<file path="config.mk">
export PLATFORM = sky130hd
export DESIGN_NAME = motion_input_supervisor
export DESIGN_NICKNAME = d
export VERILOG_FILES = /design/src/core/mis_pkg.sv /design/src/core/input_sync.sv /design/src/core/motion_input_supervisor.sv
export SDC_FILE = /design/constraint.sdc
export NUM_CORES = 1
export LEC_CHECK = 0
export ABC_CLOCK_PERIOD_IN_PS = 2600
export BUFFER_PORTS_ARGS = -buffer_cell sky130_fd_sc_hd__buf_2
export CAP_MARGIN = 20
export CORE_ASPECT_RATIO = 1.5
export CORE_MARGIN = 4
export CORE_UTILIZATION = 30
export DETAILED_ROUTE_END_ITERATION = 7
export GPL_TIMING_DRIVEN = 0
export SYNTH_ARGS = -nofsm -noshare
export SYNTH_HDL_FRONTEND = slang
export SYNTH_HIERARCHICAL = 1
export SYNTH_SLANG_ARGS = --single-unit
</file>
<file path="constraint.sdc">
create_clock -name clk -period 2.6 [get_ports clk]
set_input_delay 0.39 -clock clk [delete_from_list [all_inputs] [get_ports clk]]
set_output_delay 0.39 -clock clk [all_outputs]
set_load 0.03 [all_outputs]
</file>
<file path="src/core/mis_pkg.sv">
// Constants, register map and pin bundle for the motion input supervisor.
// Assumes one 20 MHz clock and an Avalon-MM master with byte addresses.
package mis_pkg;
    localparam int AXES = 8;
    localparam int GEN = 16;
    localparam int ADDR_W = 8;
    localparam int LATCH_HI_AXES = 4;
    localparam int LATCH_HI_BASE = 8;

    localparam logic [ADDR_W-1:0] REG_CTRL = 8'h00;
    localparam logic [ADDR_W-1:0] REG_POLARITY = 8'h04;
    localparam logic [ADDR_W-1:0] REG_COMMAND = 8'h08;
    localparam logic [ADDR_W-1:0] REG_INPUTS = 8'h0c;
    localparam logic [ADDR_W-1:0] REG_SWITCHES = 8'h10;
    localparam logic [ADDR_W-1:0] REG_IRQ_STATUS = 8'h14;
    localparam logic [ADDR_W-1:0] REG_IRQ_MASK = 8'h18;
    localparam logic [ADDR_W-1:0] REG_LATCH_STATUS = 8'h1c;
    localparam logic [2:0] REG_LATCH_POS_BLOCK = 3'h1;

    localparam int CTRL_LATCH_EN = 0;
    localparam int POL_LIMIT_HIGH = 0;
    localparam int POL_HOME_HIGH = 1;
    localparam logic [1:0] CTRL_RESET = 2'h0;
    localparam logic [1:0] POL_RESET = 2'h0;

    localparam int CMD_OP_LSB = 8;
    localparam logic [3:0] OP_HOMING = 4'h1;
    localparam logic [3:0] OP_FIND_EDGE = 4'h2;
    localparam logic [3:0] OP_BEGIN = 4'h3;
    localparam logic [3:0] OP_ARM_LATCH = 4'h4;
    localparam logic [3:0] OP_SAVE = 4'h5;

    localparam int IRQ_W = 5;
    localparam int IRQ_ABORT = 0;
    localparam int IRQ_LIMIT = 1;
    localparam int IRQ_INPUT = 2;
    localparam int IRQ_LATCH = 3;
    localparam int IRQ_HOME = 4;

    typedef enum logic [2:0] {
        AX_IDLE = 3'b001,
        AX_ARMED = 3'b010,
        AX_SLEW = 3'b100
    } axis_state_e;

    typedef struct packed {
        logic abortN;
        logic resetN;
        logic [AXES-1:0] fwd;
        logic [AXES-1:0] rev;
        logic [AXES-1:0] home;
        logic [GEN-1:0] gen;
    } pins_s;

    localparam pins_s PINS_RESET = '{abortN: 1'b1, resetN: 1'b1, fwd: '0, rev: '0,
                                     home: '0, gen: '0};
endpackage

</file>
<file path="src/core/input_sync.sv">
// Two-flop synchroniser for a bundle of asynchronous pins.
// Assumes the pins are slow compared with the clock.
module input_sync
    import mis_pkg::*;
#(
    parameter int W = 1,
    parameter logic [W-1:0] RESET_VAL = '0
) (
    input wire logic clk,
    input wire logic sys_rst,
    input wire logic [W-1:0] din,
    output logic [W-1:0] dout
);
    logic [W-1:0] meta_reg;

    // First stage feeds only the second stage
    always_ff @(posedge clk) begin
        if (sys_rst) begin
            meta_reg <= RESET_VAL;
            dout <= RESET_VAL;
        end else begin
            meta_reg <= din;
            dout <= meta_reg;
        end
    end
endmodule

</file>
<file path="src/core/motion_input_supervisor.sv">
// Discrete input supervisor: abort, reset, limits, home, general inputs, latches.
// Assumes pins are asynchronous, axis positions come from the clk domain.
// Function
// - A low abort halts all motion at once without a ramp and ends the program.
// - A low reset pin returns the processing state to its power-on condition.
// - A pin reset reloads the last saved configuration instead of defaults.
// - An active forward limit blocks forward motion of its axis.
// - An active reverse limit blocks reverse motion of its axis.
// - Any limit becoming active starts the limit switch routine.
// - Limit polarity is set by configuration and the inhibit follows it.
// - Begin motion after a homing or find edge command drives the axis to slew speed.
// - A home input transition during such a move decelerates the axis to a stop.
// - Home polarity is set by the same polarity configuration.
// - General inputs are readable by the program and changes raise an interrupt.
// - With latching enabled general inputs 1 to 4 trigger latches of axes 1 to 4.
// - An armed latch captures its axis position when its trigger occurs.
// - General inputs 9 to 12 trigger latches of axes 5 to 8.
//
// Chosen here: the register offsets and the Avalon-MM slave port.
module motion_input_supervisor
    import mis_pkg::*;
#(
    parameter int POS_W = 32
) (
    input wire logic clk,
    input wire logic sys_rst,
    input wire logic [ADDR_W-1:0] address,
    input wire logic read,
    input wire logic write,
    input wire logic [31:0] writedata,
    output logic [31:0] readdata,
    output logic waitrequest,
    output logic irq,
    input wire pins_s pinsIn,
    input wire logic [AXES*POS_W-1:0] axisPos,
    output logic haltAll,
    output logic programAbort,
    output logic coreResetN,
    output logic [AXES-1:0] fwdInhibit,
    output logic [AXES-1:0] revInhibit,
    output logic limitRoutineStart,
    output logic [AXES-1:0] slewRequest,
    output logic [AXES-1:0] homeStop
);
    pins_s pins;
    pins_s prev_reg;
    logic [1:0] ctrl_reg;
    logic [1:0] pol_reg;
    logic [1:0] savedCtrl_reg;
    logic [1:0] savedPol_reg;
    logic [IRQ_W-1:0] irqStatus_reg;
    logic [IRQ_W-1:0] irqMask_reg;
    logic [IRQ_W-1:0] irqEvent;
    logic [AXES-1:0] latchArmed_reg;
    logic [AXES-1:0] latchDone_reg;
    logic [POS_W-1:0] latchPos_reg [AXES];
    logic [AXES-1:0] latchTrig;
    logic [AXES-1:0] latchFire;
    logic [AXES-1:0] fwdActive;
    logic [AXES-1:0] revActive;
    logic [AXES-1:0] homeActive;
    logic [AXES-1:0] homeEdge;
    logic [AXES-1:0] stopNow;
    logic wrAccess;
    logic rdStart;
    logic cmdWrite;
    logic pinReset;
    logic abortNow;
    logic [3:0] cmdOp;
    logic [AXES-1:0] cmdMask;
    logic [31:0] rdMux;

    input_sync #(
        .W($bits(pins_s)),
        .RESET_VAL(PINS_RESET)
    ) u_sync (
        .clk(clk),
        .sys_rst(sys_rst),
        .din(pinsIn),
        .dout(pins)
    );

    always_ff @(posedge clk) begin
        if (sys_rst) begin
            prev_reg <= PINS_RESET;
        end else begin
            prev_reg <= pins;
        end
    end

    assign pinReset = !pins.resetN;
    assign abortNow = !pins.abortN;
    // Polarity bit set means the switch is active when high
    assign fwdActive = pins.fwd ^ {AXES{!pol_reg[POL_LIMIT_HIGH]}};
    assign revActive = pins.rev ^ {AXES{!pol_reg[POL_LIMIT_HIGH]}};
    assign homeActive = pins.home ^ {AXES{!pol_reg[POL_HOME_HIGH]}};
    assign homeEdge = pins.home ^ prev_reg.home;

    // Bus slave: one wait cycle, then the access completes
    assign wrAccess = write && !waitrequest;
    assign rdStart = read && waitrequest;
    assign cmdWrite = wrAccess && (address == REG_COMMAND);
    assign cmdOp = writedata[CMD_OP_LSB +: 4];
    assign cmdMask = writedata[AXES-1:0];

    always_ff @(posedge clk) begin
        if (sys_rst) begin
            waitrequest <= 1'b1;
        end else if ((read || write) && waitrequest) begin
            waitrequest <= 1'b0;
        end else begin
            waitrequest <= 1'b1;
        end
    end

    always_comb begin
        rdMux = 32'h0;
        if (address[7:5] == REG_LATCH_POS_BLOCK) begin
            rdMux[POS_W-1:0] = latchPos_reg[address[4:2]];
        end else begin
            unique case (address)
                REG_CTRL: rdMux[1:0] = ctrl_reg;
                REG_POLARITY: rdMux[1:0] = pol_reg;
                REG_INPUTS: rdMux[GEN-1:0] = pins.gen;
                REG_SWITCHES: rdMux = {homeActive, revActive, fwdActive, abortNow,
                                       pinReset, 6'h00};
                REG_IRQ_STATUS: rdMux[IRQ_W-1:0] = irqStatus_reg;
                REG_IRQ_MASK: rdMux[IRQ_W-1:0] = irqMask_reg;
                REG_LATCH_STATUS: rdMux = {16'h0000, latchArmed_reg, latchDone_reg};
                default: rdMux = 32'h0;
            endcase
        end
    end

    always_ff @(posedge clk) begin
        if (sys_rst) begin
            readdata <= 32'h0;
        end else if (rdStart) begin
            readdata <= rdMux;
        end
    end

    // Working configuration; a pin reset reloads the saved copy
    always_ff @(posedge clk) begin
        if (sys_rst) begin
            ctrl_reg <= CTRL_RESET;
            pol_reg <= POL_RESET;
        end else if (pinReset) begin
            ctrl_reg <= savedCtrl_reg;
            pol_reg <= savedPol_reg;
        end else if (wrAccess && address == REG_CTRL) begin
            ctrl_reg <= writedata[1:0];
        end else if (wrAccess && address == REG_POLARITY) begin
            pol_reg <= writedata[1:0];
        end
    end

    // Saved copy survives a pin reset, only power-on clears it
    always_ff @(posedge clk) begin
        if (sys_rst) begin
            savedCtrl_reg <= CTRL_RESET;
            savedPol_reg <= POL_RESET;
        end else if (cmdWrite && cmdOp == OP_SAVE) begin
            savedCtrl_reg <= ctrl_reg;
            savedPol_reg <= pol_reg;
        end
    end

    always_ff @(posedge clk) begin
        if (sys_rst) begin
            haltAll <= 1'b0;
            programAbort <= 1'b0;
            coreResetN <= 1'b1;
        end else begin
            haltAll <= abortNow;
            programAbort <= abortNow && prev_reg.abortN;
            coreResetN <= !pinReset;
        end
    end

    always_ff @(posedge clk) begin
        if (sys_rst) begin
            fwdInhibit <= '0;
            revInhibit <= '0;
            limitRoutineStart <= 1'b0;
        end else begin
            fwdInhibit <= fwdActive;
            revInhibit <= revActive;
            limitRoutineStart <= |((fwdActive & ~fwdInhibit) | (revActive & ~revInhibit));
        end
    end

    // Latch trigger mapping: inputs 1-4 and 9-12, edge towards low level
    genvar i;
    generate
        for (i = 0; i < AXES; i++) begin : g_axis
            axis_state_e axisSt_reg;
            localparam int SRC = (i < LATCH_HI_AXES) ? i : i - LATCH_HI_AXES + LATCH_HI_BASE;
            assign latchTrig[i] = !pins.gen[SRC] && prev_reg.gen[SRC];
            assign latchFire[i] = latchTrig[i] && latchArmed_reg[i] && ctrl_reg[CTRL_LATCH_EN];
            assign stopNow[i] = (axisSt_reg == AX_SLEW) && homeEdge[i];

            always_ff @(posedge clk) begin
                if (sys_rst || pinReset) begin
                    latchArmed_reg[i] <= 1'b0;
                    latchDone_reg[i] <= 1'b0;
                end else if (latchFire[i]) begin
                    latchArmed_reg[i] <= 1'b0;
                    latchDone_reg[i] <= 1'b1;
                end else if (cmdWrite && cmdOp == OP_ARM_LATCH && cmdMask[i]) begin
                    latchArmed_reg[i] <= 1'b1;
                    latchDone_reg[i] <= 1'b0;
                end
            end

            always_ff @(posedge clk) begin
                if (sys_rst) begin
                    latchPos_reg[i] <= '0;
                end else if (latchFire[i]) begin
                    latchPos_reg[i] <= axisPos[i*POS_W +: POS_W];
                end
            end

            always_ff @(posedge clk) begin
                if (sys_rst || pinReset || abortNow) begin
                    axisSt_reg <= AX_IDLE;
                end else begin
                    unique case (axisSt_reg)
                        AX_IDLE: begin
                            if (cmdWrite && cmdMask[i] &&
                                (cmdOp == OP_HOMING || cmdOp == OP_FIND_EDGE)) begin
                                axisSt_reg <= AX_ARMED;
                            end
                        end
                        AX_ARMED: begin
                            if (cmdWrite && cmdMask[i] && cmdOp == OP_BEGIN) begin
                                axisSt_reg <= AX_SLEW;
                            end
                        end
                        AX_SLEW: begin
                            if (homeEdge[i]) begin
                                axisSt_reg <= AX_IDLE;
                            end
                        end
                        default: axisSt_reg <= AX_IDLE;
                    endcase
                end
            end

            always_ff @(posedge clk) begin
                if (sys_rst) begin
                    slewRequest[i] <= 1'b0;
                    homeStop[i] <= 1'b0;
                end else begin
                    slewRequest[i] <= (axisSt_reg == AX_SLEW) && !stopNow[i] && !abortNow;
                    homeStop[i] <= stopNow[i] && !abortNow && !pinReset;
                end
            end
        end
    endgenerate

    assign irqEvent[IRQ_ABORT] = abortNow && prev_reg.abortN;
    assign irqEvent[IRQ_LIMIT] = |((fwdActive & ~fwdInhibit) | (revActive & ~revInhibit));
    assign irqEvent[IRQ_INPUT] = |(pins.gen ^ prev_reg.gen);
    assign irqEvent[IRQ_LATCH] = |latchFire;
    assign irqEvent[IRQ_HOME] = |stopNow;

    // Write-one-to-clear; a same-cycle event keeps its bit set
    always_ff @(posedge clk) begin
        if (sys_rst) begin
            irqStatus_reg <= '0;
        end else if (wrAccess && address == REG_IRQ_STATUS) begin
            irqStatus_reg <= (irqStatus_reg & ~writedata[IRQ_W-1:0]) | irqEvent;
        end else begin
            irqStatus_reg <= irqStatus_reg | irqEvent;
        end
    end

    always_ff @(posedge clk) begin
        if (sys_rst) begin
            irqMask_reg <= '0;
        end else if (wrAccess && address == REG_IRQ_MASK) begin
            irqMask_reg <= writedata[IRQ_W-1:0];
        end
    end

    always_ff @(posedge clk) begin
        if (sys_rst) begin
            irq <= 1'b0;
        end else begin
            irq <= |(irqStatus_reg & irqMask_reg);
        end
    end

    AST_ABORT_HALT: assert property (@(posedge clk) disable iff (sys_rst)
        abortNow |=> haltAll && slewRequest == '0)
        else $error("abort did not halt motion");

    AST_ABORT_PROG: assert property (@(posedge clk) disable iff (sys_rst)
        $fell(pins.abortN) |=> programAbort ##1 !programAbort)
        else $error("program abort pulse wrong");

    AST_PIN_RESET: assert property (@(posedge clk) disable iff (sys_rst)
        pinReset |=> !coreResetN && latchArmed_reg == '0)
        else $error("pin reset did not restore state");

    AST_RESTORE: assert property (@(posedge clk) disable iff (sys_rst)
        pinReset |=> pol_reg == $past(savedPol_reg) && ctrl_reg == $past(savedCtrl_reg))
        else $error("saved configuration not reloaded");

    AST_FWD_INHIBIT: assert property (@(posedge clk) disable iff (sys_rst)
        !sys_rst |=> fwdInhibit == $past(pol_reg[POL_LIMIT_HIGH] ? pins.fwd : ~pins.fwd))
        else $error("forward inhibit wrong");

    AST_REV_INHIBIT: assert property (@(posedge clk) disable iff (sys_rst)
        !sys_rst && revActive != '0 |=> revInhibit != '0)
        else $error("reverse inhibit missing");

    AST_LIMIT_ROUTINE: assert property (@(posedge clk) disable iff (sys_rst)
        $rose(fwdActive[0]) |=> limitRoutineStart)
        else $error("limit routine not started");

    AST_HOME_STOP: assert property (@(posedge clk) disable iff (sys_rst)
        (stopNow[0] && !abortNow && !pinReset) |=> homeStop[0] && !slewRequest[0])
        else $error("home transition did not stop axis");

    AST_SLEW: assert property (@(posedge clk) disable iff (sys_rst)
        (g_axis[0].axisSt_reg == AX_SLEW && !homeEdge[0] && !abortNow) |=> slewRequest[0])
        else $error("slew not requested");

    AST_LATCH_ONCE: assert property (@(posedge clk) disable iff (sys_rst)
        latchFire[0] |=> !latchArmed_reg[0] && latchDone_reg[0]
                         && latchPos_reg[0] == $past(axisPos[POS_W-1:0]))
        else $error("latch capture wrong");

    AST_LATCH_MAP_HI: assert property (@(posedge clk) disable iff (sys_rst)
        (latchArmed_reg[4] && ctrl_reg[CTRL_LATCH_EN] && $fell(pins.gen[8])
         && !pinReset) |=> latchDone_reg[4])
        else $error("input 9 did not latch axis 5");

    AST_INPUT_IRQ: assert property (@(posedge clk) disable iff (sys_rst)
        (pins.gen != prev_reg.gen) |=> irqStatus_reg[IRQ_INPUT])
        else $error("input change not flagged");

    COV_ABORT: cover property (@(posedge clk) disable iff (sys_rst) programAbort);
    COV_HOME: cover property (@(posedge clk) disable iff (sys_rst) |homeStop);
    COV_LATCH: cover property (@(posedge clk) disable iff (sys_rst) |latchFire);
    COV_IRQ: cover property (@(posedge clk) disable iff (sys_rst) $rose(irq));
endmodule

</file>
# Yosys cells after proc, flatten, opt, wreduce, memory -nomap -nowiden
# Memories as Yosys holds them, arrays and structs flattened.
# Index checks and enable logic that the tools add are counted.
# classes
n_shift	0
muxes	94
div	0
multipliers	0
n_lt_le_gt_ge	0
bitwise	23
addsub	0
n_eq_ne	64
reduce_logical	163
# ops
operator	count
32-bit 2-to-1 mux	9
1-bit logical AND	107
3-bit 2-to-1 mux	24
3-bit one-hot mux with 3 select lines	8
2-bit != test (second input constant)	27
1-bit 2-to-1 mux	43
11-bit one-hot mux with 3 select lines	1
8-bit by 5-bit equality test with 1-bit output (second input constant)	4
8-bit bitwise XOR	4
3-bit by 1-bit equality test with 1-bit output (second input constant)	9
3-bit by 2-bit equality test with 1-bit output (second input constant)	8
3-bit equality test (second input constant)	8
3-bit AND reduction	8
8-bit OR reduction	3
1-bit logical NOT	21
8-bit bitwise AND	2
8-bit by 4-bit equality test with 1-bit output (second input constant)	2
16-bit 2-to-1 mux	1
8-bit inverter	2
2-bit nonzero test	8
16-bit OR reduction	1
2-bit OR reduction	8
16-bit bitwise XOR	1
2-bit one-hot mux with 6 select lines	1
16 further kinds	34
# totals
word_cells	405
rom_bits	0
latch_bits	0
reg_bits	237
mem_count	1
mem_bits_rw	256
# mem_list
name	words	word_bits	rd	rd_clocked_by_memory_dff	write_ports	line	text
latchPos_reg	8	32	1	0	8	motion_input_supervisor.sv:56	logic [POS_W-1:0] latchPos_reg [AXES];

# Longest topological paths before layout
# depth
depth_word	8
depth_mapped	8
ltp_nobuf	6

# Modules after synthesis
# Netlist, hierarchy kept.
# by_module_without_submodules
module	area_each_um2	instances	seq_area_each_um2	cells_per_inst
motion_input_supervisor	18186.2	1	10750.3	1520
input_sync	2255.9	1	1681.6	177

# Least setup slack after synthesis
# No wires, ideal clock.
# synth_timing
path_kind	reg-to-reg
from	register waitrequest
to	register g_axis[4].axisSt_reg[0]
arrival_time_ps	1996
path_stages_with_launch	7
setup_slack_ps	482
period_less_slack_ps	2118
path_buffers	1
setup_time_ps	122
cell_sequence	dfxtp_1 > or4b_4 > nor2_4 > buf_6 > nand3_4 > or3_1 > a221o_1
# synth_between
elab_chain_len	7
word_cells_on_any_way	9
# synth_lines
element	line	text
from (decl)	motion_input_supervisor.sv:32	output logic waitrequest,
from (signal assigned)	motion_input_supervisor.sv:108	waitrequest <= 1'b1;
from (signal assigned)	motion_input_supervisor.sv:110	waitrequest <= 1'b0;
from (signal assigned)	motion_input_supervisor.sv:112	waitrequest <= 1'b1;
1-bit logical NOT *	motion_input_supervisor.sv:100	assign wrAccess = write && !waitrequest;
1-bit logical AND *	motion_input_supervisor.sv:100	
1-bit logical AND *	motion_input_supervisor.sv:102	assign cmdWrite = wrAccess && (address == REG_COMMAND);
1-bit logical AND *	motion_input_supervisor.sv:230, motion_input_supervisor.sv:236	
1-bit logical AND (on tied branches)	motion_input_supervisor.sv:236, motion_input_supervisor.sv:230	
2-bit != test (no source line)	--	
3-bit AND reduction (no source line) *	--	
to (signal assigned)	motion_input_supervisor.sv:232	axisSt_reg <= AX_ARMED;
to (signal assigned)	motion_input_supervisor.sv:237	axisSt_reg <= AX_SLEW;
to (signal assigned)	motion_input_supervisor.sv:242	axisSt_reg <= AX_IDLE;
to (decl)	motion_input_supervisor.sv:197	axis_state_e axisSt_reg;
# Mark *: on every way between the ends. The rest lies on a longest branch, timed or not.
# A chain may end at the register's enable or synchronous reset.

==> run metrics <==
CP max FO=10; clock tree buffer depth=3; Metal-1 WL=30150 um; FILL cells=6675; n_diodes=0; RSZ-0062 raised after global routing=false; first-pass GRT wire length=115300 um; crit-path most repeated cell=clkbuf_1; Internal=13.10 mW; share of total power in sequential cells=0.492; Hold Path Class=input port to flip-flop; clk sink count=493; Post-CTS Setup Bufs=0; Area growth syn-to-layout=24.07%; LEAKAGE=10.45 nW; grt total ovfl=0; drt total wl=82310 um; crit path DAT=3.04 ns; Cell Rows=117; Clk Latency, worst-skew pair=0.59 ns; r2r startpoint=ctrl_reg[0]$_SDFFE_PP0P_; hold_sp=pinsIn[15]; Vias=15590; Initial Utilization=0.3016; sw power=4.325 mW; Ys Warns=6; setup TNS=0 ns; Detail Route met3 WL=4991 um; syn_area_per_cell=12.05 sq um; dpl cells=2983; Final Hold Viols=0; skew final=0.03192 ns; async set or reset register ratio after synthesis=0; WHS=0.01772 ns; hpwl dp=64380 um; Finish-stage setup viols=0; cts bufs inserted=48; worst setup path startpoint=ctrl_reg[0]$_SDFFE_PP0P_; Sw Ratio=0.2482; initial antenna violation count=2; number of buffers added on ports=386; fin crit share=0.9968; MaxCap Viol Count=0; initial DRC count=1214; Clock transition at path regs=0.07 ns; final std cells w/o fill=3074; Final #Nets=2493; Max H-tree Level=2; WP data required=3.05 ns; Post-synth EDFFs=256; layout cells sized above 1=0.2764; total power=17.42 mW; vias per cell=5.072; slowest stage delay, CP=0.51 ns; largest net degree at the start of global routing=32; status=finished clean; CTS tree=built; root buf cell=clkbuf_16; Wirelength per Cell=26.78 um; min setup slack post-route=0.008443 ns; dpl ws=-0.9508 ns; Post-Syn Area=0.02044 sq mm; # IOs=412; top layer used by detailed routing=met5; syn_nets=2047; Comb pwr share=0.091; Post-synth top flop=edfxtp_1; Slowest-stage cell, CP=clkbuf_1; GRT Total Usage=0.2178; Seq/Total Area, Yosys=0.6082; Die Y=327.7 um; crit end category=flip-flop; max reg flops=256; critical path launch point type=flip-flop; Core Region=0.06778 sq mm; flops & latches, synth=493; Worst VDD drop=0.5562 mV; flop-to-flop setup slack=0.008 ns; Distinct cells, synth=69; die width=221.1 um; max-slew violations=0; Worst slew margin=0.2258; Final ANT Viol Nets=0; CP Cell Sequence=clkbuf_1 -> nand3_1 -> nor2_4 -> clkbuf_1 -> and2_1; highest clock rate=385.9 MHz; power share of the clock group=0.418; number of global-route vias before repair=16370; P per Cell Area=686.9 mW/mm^2; Crit Path Class=flip-flop to flip-flop; RePlAce Congestion=0.9103; Syn Inst Count=1697; minimum clock period=2.592 ns; drt drc=0; worst-margin pin slew=1.161 ns; WL met2=42810 um; first-pass iteration count of the detailed router=5; die area=0.07247 sq mm
-- layout by cell type, fill, tap and decap left out, types with 19 or more instances in the layout --
cell type,count
nand2_1,85
a21oi_1,60
edfxtp_1,256
clkbuf_1,76
buf_2,407
nor2_1,99
nor2b_1,115
and3_1,134
dfxtp_1,237
and2_1,139
nand3_1,27
clkbuf_16,49
mux4_2,58
mux2i_1,25
inv_1,19
o21ai_0,48
xnor2_1,30
nor3_1,35
-- stage by stage --
stage / area, sq um / utilization
final: 25360 / 0.3742
after floorplan: 20440 / -
after CTS: 25340 / 0.3739
after detailed placement: 23690 / 0.3494
after global routing: 25360 / 0.3742
after global placement: 23490 / 0.3466
-- synthesized netlist by cell type, drive strengths merged, types with 2 or more instances --
| master | count | area [sq um] |
|---|---|---|
| a2111oi | 4 | 35.03 |
| a211oi | 5 | 37.54 |
| a21o | 4 | 30.03 |
| a21oi | 60 | 300.3 |
| a221oi | 12 | 105.1 |
| a22oi | 17 | 127.6 |
| a311oi | 6 | 52.55 |
| a31oi | 17 | 106.4 |
| a41oi | 4 | 35.03 |
| and2 | 140 | 875.8 |
| and3 | 134 | 838.3 |
| buf | 36 | 187.7 |
| clkbuf | 82 | 309.0 |
| dfxtp | 237 | 4745 |
| edfxtp | 256 | 7687 |
| ha | 8 | 100.1 |
| inv | 19 | 71.31 |
| mux2 | 12 | 135.1 |
| mux2i | 25 | 250.2 |
| mux4 | 58 | 1306 |
| nand2 | 93 | 349.1 |
| nand2b | 18 | 112.6 |
| nand3 | 28 | 152.7 |
| nand3b | 2 | 15.01 |
| nand4 | 11 | 68.82 |
| nand4b | 2 | 17.52 |
| nor2 | 106 | 407.9 |
| nor2b | 115 | 719.4 |
| nor3 | 35 | 175.2 |
| nor3b | 10 | 80.07 |
| nor4 | 3 | 18.77 |
| nor4b | 3 | 26.28 |
| o21a | 4 | 30.03 |
| o21ai | 48 | 240.2 |
| o22ai | 11 | 68.82 |
| o2bb2ai | 4 | 35.03 |
| o311ai | 2 | 17.52 |
| or2 | 7 | 43.79 |
| or4 | 2 | 18.77 |
| or4b | 2 | 23.77 |
| xnor2 | 30 | 262.8 |
| xor2 | 11 | 96.34 |
-- power groups by stage --
stage | registers [mW] | clock network [mW] | logic [mW]
3_5_place_dp | 8.74 | 0 | 1.58
2_1_floorplan | 8.80 | 0 | 0.645
6_report | 8.57 | 7.28 | 1.58
5_1_grt | 8.59 | 7.66 | 1.67
3_3_place_gp | 8.74 | 0 | 1.53
4_1_cts | 8.57 | 7.37 | 1.59
-- layout make-up --
cell class / count / area (sq um) / area share
Sequential cell: 493 / 12430 / 0.4902
Inverter: 19 / 71.32 / 0.002812
Timing Repair Buffer: 396 / 2127 / 0.08387
Clock inverter: 36 / 356.6 / 0.01406
Tap cell: 892 / 1116 / 0.04401
Clock buffer: 53 / 1251 / 0.04933
Buffer: 118 / 508.0 / 0.02003
Multi-Input combinational cell: 1067 / 7500 / 0.2957
-- metal layers --
metal	GRT usage	vias to the layer above
met2	0.4015	660
li1	-	7013
met5	0	-
met4	0.1000	2
met1	0.2464	7756
met3	0.03540	160
-- cells by family (layout without fill, tap and decap cells) --
| group | after synthesis | in the layout | share of synthesized area |
|---|---|---|---|
| adder cells (fa/ha/maj) | 8 | 8 | 0.004897 |
| flip-flops | 493 | 493 | 0.6082 |
| buffers and inverters | 137 | 622 | 0.02779 |
| XOR/XNOR | 41 | 41 | 0.01757 |
| multiplexers | 95 | 95 | 0.08275 |
| AO/OA/AOI/OAI | 208 | 208 | 0.06408 |
| AND/OR/NAND/NOR | 715 | 715 | 0.1948 |
-- what timing repair did --
action,4_1_cts,5_1_grt
hold buffers,2,0
endpoints found under the setup margin,305,62
hold endpoints to repair,2,0
gates cloned,0,0
resized for setup,12,10
-- worst paths after layout --
path	endpoint	cells after the start
setup reg to reg	latchPos_reg[4][19]$_SDFFCE_PN0P_	5
setup / recovery	latchPos_reg[4][19]$_SDFFCE_PN0P_	5
hold reg to reg	u_sync/dout[40]$_SDFF_PP1_	1
hold / removal	u_sync/meta_reg[15]$_SDFF_PP0_	2
-- worst max-delay path: cells and delay by family (launching register included) --
family / cells / cell delay, ns
buffers and inverters: 2 / 0.98
flip-flops: 1 / 0.38
AND/OR/NAND/NOR: 3 / 1.08
Note: power is estimated with default switching activity, not from simulation.
